<file path="src/hw/rtc_values_pkg.sv">
package rtc_values_pkg;

   // ----------------------------------------
   // register byte offsets
   // ----------------------------------------
   localparam logic [11:0] off_control = 12'h000;
   localparam logic [11:0] off_time_high = 12'h004;
   localparam logic [11:0] off_time_low = 12'h008;
   localparam logic [11:0] off_alarm_high = 12'h00c;
   localparam logic [11:0] off_alarm_low = 12'h010;
   localparam logic [11:0] off_status = 12'h014;

   // ----------------------------------------
   // control and status register fields
   // ----------------------------------------
   localparam int ctl_run_bit = 0;
   localparam int ctl_wren_bit = 1;
   localparam int ctl_tptr_lsb = 4;
   localparam int ctl_aptr_lsb = 8;
   localparam int stat_half_bit = 0;

   // ----------------------------------------
   // pointer codes
   // ----------------------------------------
   localparam logic [1:0] ptr_min_sec = 2'h0;
   localparam logic [1:0] ptr_wkdy_hr = 2'h1;
   localparam logic [1:0] ptr_mth_day = 2'h2;
   localparam logic [1:0] ptr_year = 2'h3;

   // ----------------------------------------
   // implemented-bit masks of each word
   // ----------------------------------------
   localparam logic [15:0] mask_month_day = 16'h1f3f;
   localparam logic [15:0] mask_weekday_hours = 16'h073f;
   localparam logic [15:0] mask_minutes_seconds = 16'h7f7f;
   localparam logic [15:0] mask_year = 16'h00ff;

   // ----------------------------------------
   // timing
   // ----------------------------------------
   localparam int clk_mhz = 200;
   localparam int half_second_ms = 500;
   localparam int half_second_cycles = half_second_ms * 1000 * clk_mhz;

   typedef struct packed {
      logic run;
      logic wren;
      logic [1:0] tptr;
      logic [1:0] aptr;
   } control_t;

   typedef struct packed {
      logic [15:0] month_day;
      logic [15:0] weekday_hours;
      logic [15:0] minutes_seconds;
   } value_set_t;

endpackage
</file>
<file path="src/hw/rtc_values.sv">
`timescale 1ns/1ps
// How it works
// - month tens digit is one bit at bit 12 of month/day, both copies
// - month units digit is BCD at bits 11..8 of month/day
// - day tens digit sits at bits 5..4 of month/day
// - day units digit is BCD at bits 3..0 of month/day
// - weekday digit sits at bits 10..8 of weekday/hours
// - hours tens digit sits at bits 5..4 of weekday/hours
// - hours units digit is BCD at bits 3..0 of weekday/hours
// - minutes tens digit sits at bits 14..12 of minutes/seconds
// - minutes units digit is BCD at bits 11..8 of minutes/seconds
// - seconds tens digit sits at bits 6..4 of minutes/seconds
// - seconds units digit is BCD at bits 3..0 of minutes/seconds
// - date and hour words accept writes only while write enable is one
// - unimplemented bits of every value word read as zero
// - digit fields have no reset value; unknown until written
// - time pointer picks window word, decrements after high access down to zero
// - alarm pointer picks alarm word, decrements after high access down to zero
// - time window is locked against writes while write enable is zero
// - writing low half of time minutes/seconds clears half-second status
module rtc_values #(
   parameter int half_cycles = rtc_values_pkg::half_second_cycles
) (
   input wire logic pclk,
   input wire logic presetn,
   input wire logic psel,
   input wire logic penable,
   input wire logic pwrite,
   input wire logic [11:0] paddr,
   input wire logic [31:0] pwdata,
   input wire logic [3:0] pstrb,
   output logic [31:0] prdata,
   output logic pready,
   output logic pslverr
);

   // ----------------------------------------
   // storage
   // ----------------------------------------
   rtc_values_pkg::control_t ctl;
   rtc_values_pkg::value_set_t tv;
   rtc_values_pkg::value_set_t av;
   logic [7:0] year;
   logic half;
   logic [31:0] div;
   logic half_tick;

   wire logic acc = psel & penable;
   wire logic wr = acc & pwrite;
   wire logic hit_ctl = paddr == rtc_values_pkg::off_control;
   wire logic hit_th = paddr == rtc_values_pkg::off_time_high;
   wire logic hit_tl = paddr == rtc_values_pkg::off_time_low;
   wire logic hit_ah = paddr == rtc_values_pkg::off_alarm_high;
   wire logic hit_al = paddr == rtc_values_pkg::off_alarm_low;
   wire logic hit_st = paddr == rtc_values_pkg::off_status;
   wire logic mapped = hit_ctl | hit_th | hit_tl | hit_ah | hit_al | hit_st;

   assign pready = 1'b1;
   assign pslverr = acc & ~mapped;

   // BCD increment with wrap at max; returns carry in bit 4
   function automatic logic [4:0] bcd_inc(input logic [3:0] d, input logic [3:0] max);
      if (d >= max) begin
         bcd_inc = {1'b1, 4'h0};
      end else begin
         bcd_inc = {1'b0, 4'(d + 4'h1)};
      end
   endfunction

   // window word selected by pointer, low 16 = low half
   function automatic logic [31:0] window(input rtc_values_pkg::value_set_t v, input logic [7:0] y,
                                          input logic [1:0] p, input logic is_alarm);
      logic [15:0] w;
      w = 16'h0000;
      unique case (p)
         rtc_values_pkg::ptr_min_sec: w = v.minutes_seconds & rtc_values_pkg::mask_minutes_seconds;
         rtc_values_pkg::ptr_wkdy_hr: w = v.weekday_hours & rtc_values_pkg::mask_weekday_hours;
         rtc_values_pkg::ptr_mth_day: w = v.month_day & rtc_values_pkg::mask_month_day;
         rtc_values_pkg::ptr_year: w = is_alarm ? 16'h0000 : {8'h00, y};
      endcase
      window = {16'h0000, w};
   endfunction

   // ----------------------------------------
   // half-second divider
   // ----------------------------------------
   always_ff @(posedge pclk or negedge presetn) begin
      if (!presetn) begin
         div <= 32'h0;
      end else if (!ctl.run || half_tick) begin
         div <= 32'h0;
      end else begin
         div <= div + 32'h1;
      end
   end
   assign half_tick = ctl.run && (div == 32'(half_cycles - 1));

   // ----------------------------------------
   // control register and pointers
   // ----------------------------------------
   always_ff @(posedge pclk or negedge presetn) begin
      if (!presetn) begin
         ctl <= '0;
      end else if (wr && hit_ctl && pstrb[0] && pstrb[1]) begin
         ctl.run <= pwdata[rtc_values_pkg::ctl_run_bit];
         ctl.wren <= pwdata[rtc_values_pkg::ctl_wren_bit];
         ctl.tptr <= pwdata[rtc_values_pkg::ctl_tptr_lsb +: 2];
         ctl.aptr <= pwdata[rtc_values_pkg::ctl_aptr_lsb +: 2];
      end else begin
         if (acc && hit_th && ctl.tptr != rtc_values_pkg::ptr_min_sec) begin
            ctl.tptr <= ctl.tptr - 2'h1;
         end
         if (acc && hit_ah && ctl.aptr != rtc_values_pkg::ptr_min_sec) begin
            ctl.aptr <= ctl.aptr - 2'h1;
         end
      end
   end

   // ----------------------------------------
   // half-second status
   // ----------------------------------------
   wire logic tw_ok = ctl.wren;
   wire logic clr_half = wr && hit_tl && pstrb[0] && tw_ok && ctl.tptr == rtc_values_pkg::ptr_min_sec;
   always_ff @(posedge pclk or negedge presetn) begin
      if (!presetn) begin
         half <= 1'b0;
      end else if (clr_half) begin
         half <= 1'b0;
      end else if (half_tick) begin
         half <= ~half;
      end
   end

   // ----------------------------------------
   // time words: software write and counting
   // ----------------------------------------
   wire logic sec_tick = half_tick && half && !clr_half;
   logic [4:0] s1, s10, m1, m10, h1, d1, mo1, y1, y10;
   logic hr_wrap, day_wrap, mon_wrap;
   logic [3:0] dmax;
   always_comb begin
      s1 = bcd_inc(tv.minutes_seconds[3:0], 4'h9);
      s10 = bcd_inc({1'b0, tv.minutes_seconds[6:4]}, 4'h5);
      m1 = bcd_inc(tv.minutes_seconds[11:8], 4'h9);
      m10 = bcd_inc({1'b0, tv.minutes_seconds[14:12]}, 4'h5);
      h1 = bcd_inc(tv.weekday_hours[3:0], 4'h9);
      hr_wrap = tv.weekday_hours[5:4] == 2'h2 && tv.weekday_hours[3:0] == 4'h3;
      d1 = bcd_inc(tv.month_day[3:0], 4'h9);
      dmax = 4'h1;
      day_wrap = tv.month_day[5:4] == 2'h3 && tv.month_day[3:0] >= dmax;
      mo1 = bcd_inc(tv.month_day[11:8], 4'h9);
      mon_wrap = tv.month_day[12] && tv.month_day[11:8] == 4'h2;
      y1 = bcd_inc(year[3:0], 4'h9);
      y10 = bcd_inc(year[7:4], 4'h9);
   end

   always_ff @(posedge pclk) begin
      if (wr && hit_th && tw_ok) begin
         unique case (ctl.tptr)
            rtc_values_pkg::ptr_min_sec: if (pstrb[1]) tv.minutes_seconds[15:8] <= pwdata[15:8];
            rtc_values_pkg::ptr_wkdy_hr: if (pstrb[1]) tv.weekday_hours[15:8] <= pwdata[15:8];
            rtc_values_pkg::ptr_mth_day: if (pstrb[1]) tv.month_day[15:8] <= pwdata[15:8];
            rtc_values_pkg::ptr_year: ;
         endcase
      end else if (wr && hit_tl && tw_ok) begin
         unique case (ctl.tptr)
            rtc_values_pkg::ptr_min_sec: if (pstrb[0]) tv.minutes_seconds[7:0] <= pwdata[7:0];
            rtc_values_pkg::ptr_wkdy_hr: if (pstrb[0]) tv.weekday_hours[7:0] <= pwdata[7:0];
            rtc_values_pkg::ptr_mth_day: if (pstrb[0]) tv.month_day[7:0] <= pwdata[7:0];
            rtc_values_pkg::ptr_year: if (pstrb[0]) year <= pwdata[7:0];
         endcase
      end else if (sec_tick) begin
         tv.minutes_seconds[3:0] <= s1[3:0];
         if (s1[4]) begin
            tv.minutes_seconds[6:4] <= s10[2:0];
            if (s10[4]) begin
               tv.minutes_seconds[11:8] <= m1[3:0];
               if (m1[4]) begin
                  tv.minutes_seconds[14:12] <= m10[2:0];
                  if (m10[4]) begin
                     if (hr_wrap) begin
                        tv.weekday_hours[5:0] <= 6'h00;
                        tv.weekday_hours[10:8] <= (tv.weekday_hours[10:8] >= 3'h6) ? 3'h0
                                                  : 3'(tv.weekday_hours[10:8] + 3'h1);
                        if (day_wrap) begin
                           tv.month_day[5:0] <= 6'h01;
                           if (mon_wrap) begin
                              tv.month_day[12:8] <= 5'h01;
                              year[3:0] <= y1[3:0];
                              if (y1[4]) begin
                                 year[7:4] <= y10[3:0];
                              end
                           end else if (mo1[4]) begin
                              tv.month_day[12:8] <= 5'h10;
                           end else begin
                              tv.month_day[11:8] <= mo1[3:0];
                           end
                        end else begin
                           tv.month_day[3:0] <= d1[3:0];
                           if (d1[4]) begin
                              tv.month_day[5:4] <= 2'(tv.month_day[5:4] + 2'h1);
                           end
                        end
                     end else begin
                        tv.weekday_hours[3:0] <= h1[3:0];
                        if (h1[4]) begin
                           tv.weekday_hours[5:4] <= 2'(tv.weekday_hours[5:4] + 2'h1);
                        end
                     end
                  end
               end
            end
         end
      end
   end

   // ----------------------------------------
   // alarm words: software only
   // ----------------------------------------
   // only software writes alarm words
   always_ff @(posedge pclk) begin
      if (wr && hit_ah && ctl.wren && pstrb[1]) begin
         unique case (ctl.aptr)
            rtc_values_pkg::ptr_min_sec: av.minutes_seconds[15:8] <= pwdata[15:8];
            rtc_values_pkg::ptr_wkdy_hr: av.weekday_hours[15:8] <= pwdata[15:8];
            rtc_values_pkg::ptr_mth_day: av.month_day[15:8] <= pwdata[15:8];
            rtc_values_pkg::ptr_year: ;
         endcase
      end else if (wr && hit_al && ctl.wren && pstrb[0]) begin
         unique case (ctl.aptr)
            rtc_values_pkg::ptr_min_sec: av.minutes_seconds[7:0] <= pwdata[7:0];
            rtc_values_pkg::ptr_wkdy_hr: av.weekday_hours[7:0] <= pwdata[7:0];
            rtc_values_pkg::ptr_mth_day: av.month_day[7:0] <= pwdata[7:0];
            rtc_values_pkg::ptr_year: ;
         endcase
      end
   end

   // ----------------------------------------
   // read mux
   // ----------------------------------------
   logic [31:0] tw, aw;
   always_comb begin
      tw = window(tv, year, ctl.tptr, 1'b0);
      aw = window(av, 8'h00, ctl.aptr, 1'b1);
   end

   always_ff @(posedge pclk or negedge presetn) begin
      if (!presetn) begin
         prdata <= 32'h0;
      end else if (psel && !penable && !pwrite) begin
         prdata <= 32'h0;
         if (hit_ctl) begin
            prdata[rtc_values_pkg::ctl_run_bit] <= ctl.run;
            prdata[rtc_values_pkg::ctl_wren_bit] <= ctl.wren;
            prdata[rtc_values_pkg::ctl_tptr_lsb +: 2] <= ctl.tptr;
            prdata[rtc_values_pkg::ctl_aptr_lsb +: 2] <= ctl.aptr;
         end else if (hit_th) begin
            prdata <= {24'h0, tw[15:8]};
         end else if (hit_tl) begin
            prdata <= {24'h0, tw[7:0]};
         end else if (hit_ah) begin
            prdata <= {24'h0, aw[15:8]};
         end else if (hit_al) begin
            prdata <= {24'h0, aw[7:0]};
         end else if (hit_st) begin
            prdata[rtc_values_pkg::stat_half_bit] <= half;
         end
      end
   end

endmodule

</file>
<file path="config.mk">
export PLATFORM = sky130hd
export DESIGN_NAME = rtc_values
export DESIGN_NICKNAME = d
export VERILOG_FILES = /design/src/hw/rtc_values_pkg.sv /design/src/hw/rtc_values.sv
export SDC_FILE = /design/constraint.sdc
export NUM_CORES = 1
export LEC_CHECK = 0
export BUFFER_PORTS_ARGS = -buffer_cell sky130_fd_sc_hd__buf_2
export CAP_MARGIN = 30
export CORE_ASPECT_RATIO = 1.75
export CORE_MARGIN = 3
export CORE_UTILIZATION = 59
export CTS_CLUSTER_DIAMETER = 60
export DETAILED_ROUTE_END_ITERATION = 6
export PLACE_DENSITY = 0.81
export SLEW_MARGIN = 0
export SYNTH_ARGS = -nofsm -noshare
export SYNTH_HDL_FRONTEND = slang
export SYNTH_SLANG_ARGS = --single-unit
</file>
<file path="constraint.sdc">
create_clock -name pclk -period 3.5 [get_ports pclk]
set_clock_uncertainty 0.15 [all_clocks]
set_input_delay 0.175 -clock pclk [delete_from_list [all_inputs] [get_ports pclk]]
set_output_delay 0.175 -clock pclk [all_outputs]
set_load 0.1 [all_outputs]
</file>
==> reports/metrics.csv, run 1 <==
metric;value;unit
cts.reportedPaths.clkPinSlew;0.06;ns
status;complete, no violations;
synth_top_area_share;31.0;%
power.total;3.70;mW
r2r_cells;6;
pwr-share-clk;48.5;%
intPower;2.81;mW
gp_congestion;0.949;
netlist_top_cells_area;edfxtp_1 31%, dfrtp_1 17%, ha_1 6.1%;
switching_share;24.1;%
placed_area;0.00770;mm^2
p_switching;889;uW
rsz0062_at_grt;no;
seq_area_frac_synth;47.7;%
fmax;326;MHz
synth.distinct_cells;64;
final-max-slew-violation-count;0;
cp.depth;6;
vias;5986;
synth.avg_cell_area;10.1;um^2
dr.pass1.iters;5;
p_seq_share;44.0;%
min_path_type;in -> reg;
ir_worst_vdd;0.292;mV
p_per_area;436;mW/mm^2
critical-path-slowest-cell;a211oi_1;
worst-setup-path-type;reg -> reg;
drive_gt1_share;13.9;%
grt_pass1_wl;31200;um
synth-seq-cells;125;
core;0.0121;mm^2
grt_pass1_vias;6187;
most-common-layout-cells;81 x nand2_1, 76 x edfxtp_1, 58 x nor2_1;
synth_area_leader_cell;edfxtp_1;
final.min_clock_period;3.07;ns
p_leak;3.56;nW
grt_overflow_total;0;
cts_tree;yes;
antenna_found_initial;0;
drv_cap;0;
port_buffers;44;
synthCells;725;
clk_latency;0.42;ns
start_util;60.9;%
htree_levels;4;
avgRoutedWirePerCell;20.2;um
slowest_delay;0.62;ns
syn_area;0.00735;mm^2
tns;0;ns
slew_headroom;39.8;%
wirelength;19500;um
synthArstFlopShare;39.2;%
grt_max_degree;29;
area_growth;15.2;%
finalSetupViolCount;0;
dp.cells;920;
synth_ff_type;edfxtp_1;
finalNetCount;879;
cts-root-buf;clkbuf_16;
viasPerCell;6.18;
clock_sinks;125;
drtIter0Drc;541;
ios;87;
dp_hpwl;14600;um
cp-end-kind;flip-flop;
critPathTopFamily;simple AND/OR/NAND/NOR gates;
path_max_fanout;7;
design_area;0.00847;mm^2
worst-path-buf-inv;0;
ant_nets;0;
final_common_cell;nand2_1;
stdcell_count;968;
crit_chain;ha_1, and4_1, nand4_1, nor4_4, a22oi_2, a211oi_1;
drc_errors;0;
synth_enable_flop_cells;76;
arrival;2.97;ns
yosys_warnings;0;
postCtsSetupBuffers;0;
cp.required;3.40;ns
die_x;90.4;um
critPathLaunchType;flip-flop;
row_count;53;
worst_pin_slew;0.896;ns
whs_path_depth;4;
period_share;87.6;%
hold_violations;0;
numCtsBuffers;17;
fin_util;70.2;%
gr-usage-all-layers;28.9;%
dieArea;0.0139;mm^2
cts.path.max_buffers;2;
combPwrFrac;7.4;%
num_antenna_cells;0;
dieHeight;154;um
Yosys cell counts, types with 9 or more instances:
| cell type | instances |
|---|---|
| a21oi_1 | 25 |
| a22o_1 | 10 |
| a22oi_1 | 9 |
| and2_1 | 12 |
| and3_1 | 9 |
| buf_4 | 24 |
| clkbuf_1 | 19 |
| dfrtp_1 | 49 |
| edfxtp_1 | 76 |
| ha_1 | 36 |
| inv_1 | 32 |
| nand2_1 | 81 |
| nand3_1 | 31 |
| nand4_1 | 21 |
| nor2_1 | 58 |
| nor3_1 | 18 |
| o21ai_0 | 32 |
| o31ai_1 | 18 |
| xnor2_1 | 18 |
| xor2_1 | 26 |
through the flow:
stage	worst slack (ns)	hold slack, ns
floorplan	1.02	-0.271
detailed placement	0.395	0.0367
CTS	0.402	0.0100
global route	0.226	0.0528
global placement	0.487	0.222
finish	0.434	0.0434
per-layer routing:
metal	up-vias	routed length, um	track usage [%]
met3	95	1150	5.43
met5	-	0	0
met2	311	10400	53.1
met4	0	1340	19.4
li1	2743	-	-
met1	2837	6590	29.3
final timing paths:
| check | from | endpoint | slack (ns) |
|---|---|---|---|
| max | div[0] | tv[34] | 0.43 |
| min reg2reg | div[0] | div[0] | 0.34 |
| max in group asynchronous | presetn | div[17] | 2.52 |
| max reg2reg | div[0] | tv[34] | 0.43 |
| min | penable | prdata[5] | 0.04 |
| min in group asynchronous | presetn | div[3] | 0.14 |
power by group through the flow:
stage                     clock network, mW  registers (mW)  logic (mW)
after global placement                    0            1.65       0.251
after CTS                              1.80            1.63       0.273
after detailed placement                  0            1.65       0.258
final                                  1.79            1.63       0.275
after floorplan                           0            1.65       0.212
after global routing                   1.87            1.63       0.295
area by class of cell:
type | instances | area, um^2
sequential | 125 | 3510
clock buffer | 22 | 497
tap | 165 | 206
multi-input combinational | 542 | 3540
fill | 928 | 3600
inverter | 32 | 120
clock inverter | 10 | 110
timing repair buffer | 72 | 483
tightest hold or removal path: stages:
cell and delay, ns:
buf_2 0.12, nor3b_1 0.07, mux2i_1 0.12, o31ai_1 0.07
cell families (layout without fill, tap and decap cells):
| kind of cell | after synthesis | count (layout) | share of synthesized area, % |
|---|---|---|---|
| and+or+nand+nor | 289 | 289 | 21.0 |
| AOI/OAI and AO/OA | 139 | 139 | 13.0 |
| DFF | 125 | 125 | 47.7 |
| buffers and inverters | 79 | 136 | 5.33 |
| xor gates and xnor gates | 44 | 44 | 5.24 |
| adders and majority gates | 37 | 37 | 6.26 |
| muxes | 10 | 10 | 1.43 |
| other | 2 | 23 | 0.102 |
state kept, by name, indices dropped and copies added (netlist names):
signal,count
year,8
av,34
tw_ok,1
div,32
half,1
ctl,5
tv,34
prdata,10
timing repair:
action                    in CTS  in global routing
hold endpoints to repair      77                  0
hold buffers                  16                  0
gates resized for setup        0                  0
No activity file was read; power rests on OpenSTA's default activity.
==> inputs of run 2 (changes only) <==
--- a/config.mk
+++ b/config.mk
@@ -13,5 +13,5 @@
 export CTS_CLUSTER_DIAMETER = 60
 export DETAILED_ROUTE_END_ITERATION = 6
-export PLACE_DENSITY = 0.81
+export PLACE_DENSITY_LB_ADDON = 0.3
 export SLEW_MARGIN = 0
 export SYNTH_ARGS = -nofsm -noshare
--- a/constraint.sdc
+++ b/constraint.sdc
@@ -3,3 +3,3 @@
 set_input_delay 0.175 -clock pclk [delete_from_list [all_inputs] [get_ports pclk]]
 set_output_delay 0.175 -clock pclk [all_outputs]
-set_load 0.1 [all_outputs]
+set_load 0.005 [all_outputs]
==> reports/metrics.csv, run 2 (synthesis gave the netlist of run 1 again) <==
metric;value;unit;change
intPower;2.64;mW;-5.8%
fin_util;69.7;%;-0.42 points
ios;87;;unchanged
status;complete, no violations;;
dp_hpwl;14600;um;+0.33%
min_path_type;in -> reg;;
rsz0062_at_grt;no;;
p_per_area;413;mW/mm^2;-5.3%
ant_nets;0;;unchanged
cts.path.max_buffers;2;;unchanged
tns;0;ns;unchanged
final_common_cell;nand2_1;;
p_switching;836;uW;-6.0%
cp.required;3.40;ns;about the same
cts.reportedPaths.clkPinSlew;0.06;ns;about the same
gr-usage-all-layers;28.5;%;-0.37 points
critical-path-slowest-cell;nor4_4;;
htree_levels;4;;unchanged
clk_latency;0.42;ns;about the same
drive_gt1_share;14.0;%;+0.017 points
drc_errors;0;;unchanged
start_util;60.9;%;unchanged
hp-start;pstrb[0];;
worst-setup-path-type;reg -> reg;;
grt_max_degree;32;;+10%
r2r_slack;0.41;ns;-0.02 ns
p_seq_share;46.8;%;+2.8 points
drv_cap;0;;unchanged
final-max-slew-violation-count;0;;unchanged
r2r_cells;6;;unchanged
combPwrFrac;4.9;%;-2.5 points
core;0.0121;mm^2;unchanged
area_growth;14.5;%;
path_max_fanout;7;;unchanged
switching_share;24.0;%;-0.036 points
grt_pass1_vias;6046;;-2.3%
critPathLaunchType;flip-flop;;
cts-root-buf;clkbuf_16;;
gp_congestion;0.933;;-1.7%
finalSetupViolCount;0;;unchanged
period_share;88.3;%;+0.71 points
row_count;53;;unchanged
antenna_found_initial;0;;unchanged
whs_path_depth;3;;-1
arrival;2.99;ns;+0.02 ns
num_antenna_cells;0;;unchanged
timing.rr.end;tv[34];;
dieArea;0.0139;mm^2;unchanged
hold_violations;0;;unchanged
drtIter0Drc;524;;-3.1%
fmax;324;MHz;-0.80%
slowest_delay;0.61;ns;about the same
viasPerCell;6.26;;+1.3%
slew_headroom;41.7;%;+1.9 points
die_x;90.4;um;unchanged
timing.hold.ws;0.0533;ns;+0.00983 ns
avgRoutedWirePerCell;20.2;um;about the same
wirelength;19500;um;-0.17%
placed_area;0.00769;mm^2;about the same
regToRegStartpoint;div[0];;
ir_worst_vdd;0.344;mV;+18%
vias;6058;;+1.2%
worst_pin_slew;0.867;ns;-0.0282 ns
postCtsSetupBuffers;0;;unchanged
cts_tree;yes;;
clock_sinks;125;;unchanged
numCtsBuffers;17;;unchanged
p_leak;3.52;nW;-1.2%
port_buffers;44;;unchanged
finalNetCount;878;;-0.11%
grt_overflow_total;0;;unchanged
holdPathEnd;half;;
dieHeight;154;um;unchanged
cp-end-kind;flip-flop;;
crit_chain;ha_1, and4_1, nand4_1, nor4_4, a22oi_2, a211oi_1;;
dr.pass1.iters;6;;+1
num-fill-cells;903;;-2.7%
final.min_clock_period;3.09;ns;+0.0247 ns
design_area;0.00842;mm^2;-0.61%
grt_pass1_wl;30900;um;-0.95%
pwr-share-clk;48.3;%;-0.2 points
most-common-layout-cells;81 x nand2_1, 76 x edfxtp_1, 58 x nor2_1;;
-- run 2: layout make-up --
cell class / instances / area, um^2 / share of cell area [%]
clock buffer: 17 / 425 / 5.05
clock inverter: 15 / 138 / 1.64
inverter: 32 / 120 / 1.43
multi-input combinational: 542 / 3540 / 42.1
sequential: 125 / 3510 / 41.7
tap: 165 / 206 / 2.45
timing repair buffer: 71 / 475 / 5.65
-- run 2: worst max path at each step --
stage	slack, ns	cells past startpoint	endpoint	from
finish	0.41	6	tv[34]	div[0]
global route	0.16	5	tv[35]	div[25]
CTS	0.42	6	tv[34]	div[0]
detailed placement	0.36	6	tv[16]	paddr[9]
global placement	0.45	6	tv[17]	paddr[9]
floorplan	1.02	6	tv[32]	div[0]
-- run 2: critical path: cells and delay by family, from the launching register on --
family,cells,cell delay (ns)
flip-flops,1,0.38
adder cells (fa/ha/maj),1,0.24
AO/OA/AOI/OAI,2,0.84
AND/OR/NAND/NOR,3,1.13
-- run 2: power by group through the flow --
stage,sequential [mW],clock [mW],combinational (mW)
2_1_floorplan,1.65,0,0.105
3_3_place_gp,1.65,0,0.142
3_5_place_dp,1.65,0,0.152
4_1_cts,1.63,1.68,0.170
5_1_grt,1.63,1.76,0.189
6_report,1.63,1.68,0.172
-- run 2: routing by layer --
layer	track usage (%)	vias to the layer above	wire [um]
met5	0	-	0
met4	15.3	0	1110
met3	4.70	89	1130
met2	53.8	325	10700
met1	29.8	2898	6560
li1	-	2746	-
-- run 2: repair_timing --
action	4_1_cts	5_1_grt
endpoints found under the hold margin	97	0
hold buffers	16	0
resized for setup	0	0
-- run 2: stage by stage --
stage	total power [mW]	worst slack, ns	std cells
4_1_cts	3.48	0.418	967
5_1_grt	3.58	0.161	967
3_5_place_dp	1.81	0.361	919
2_1_floorplan	1.75	1.02	746
6_report	3.48	0.410	967
3_3_place_gp	1.79	0.447	918
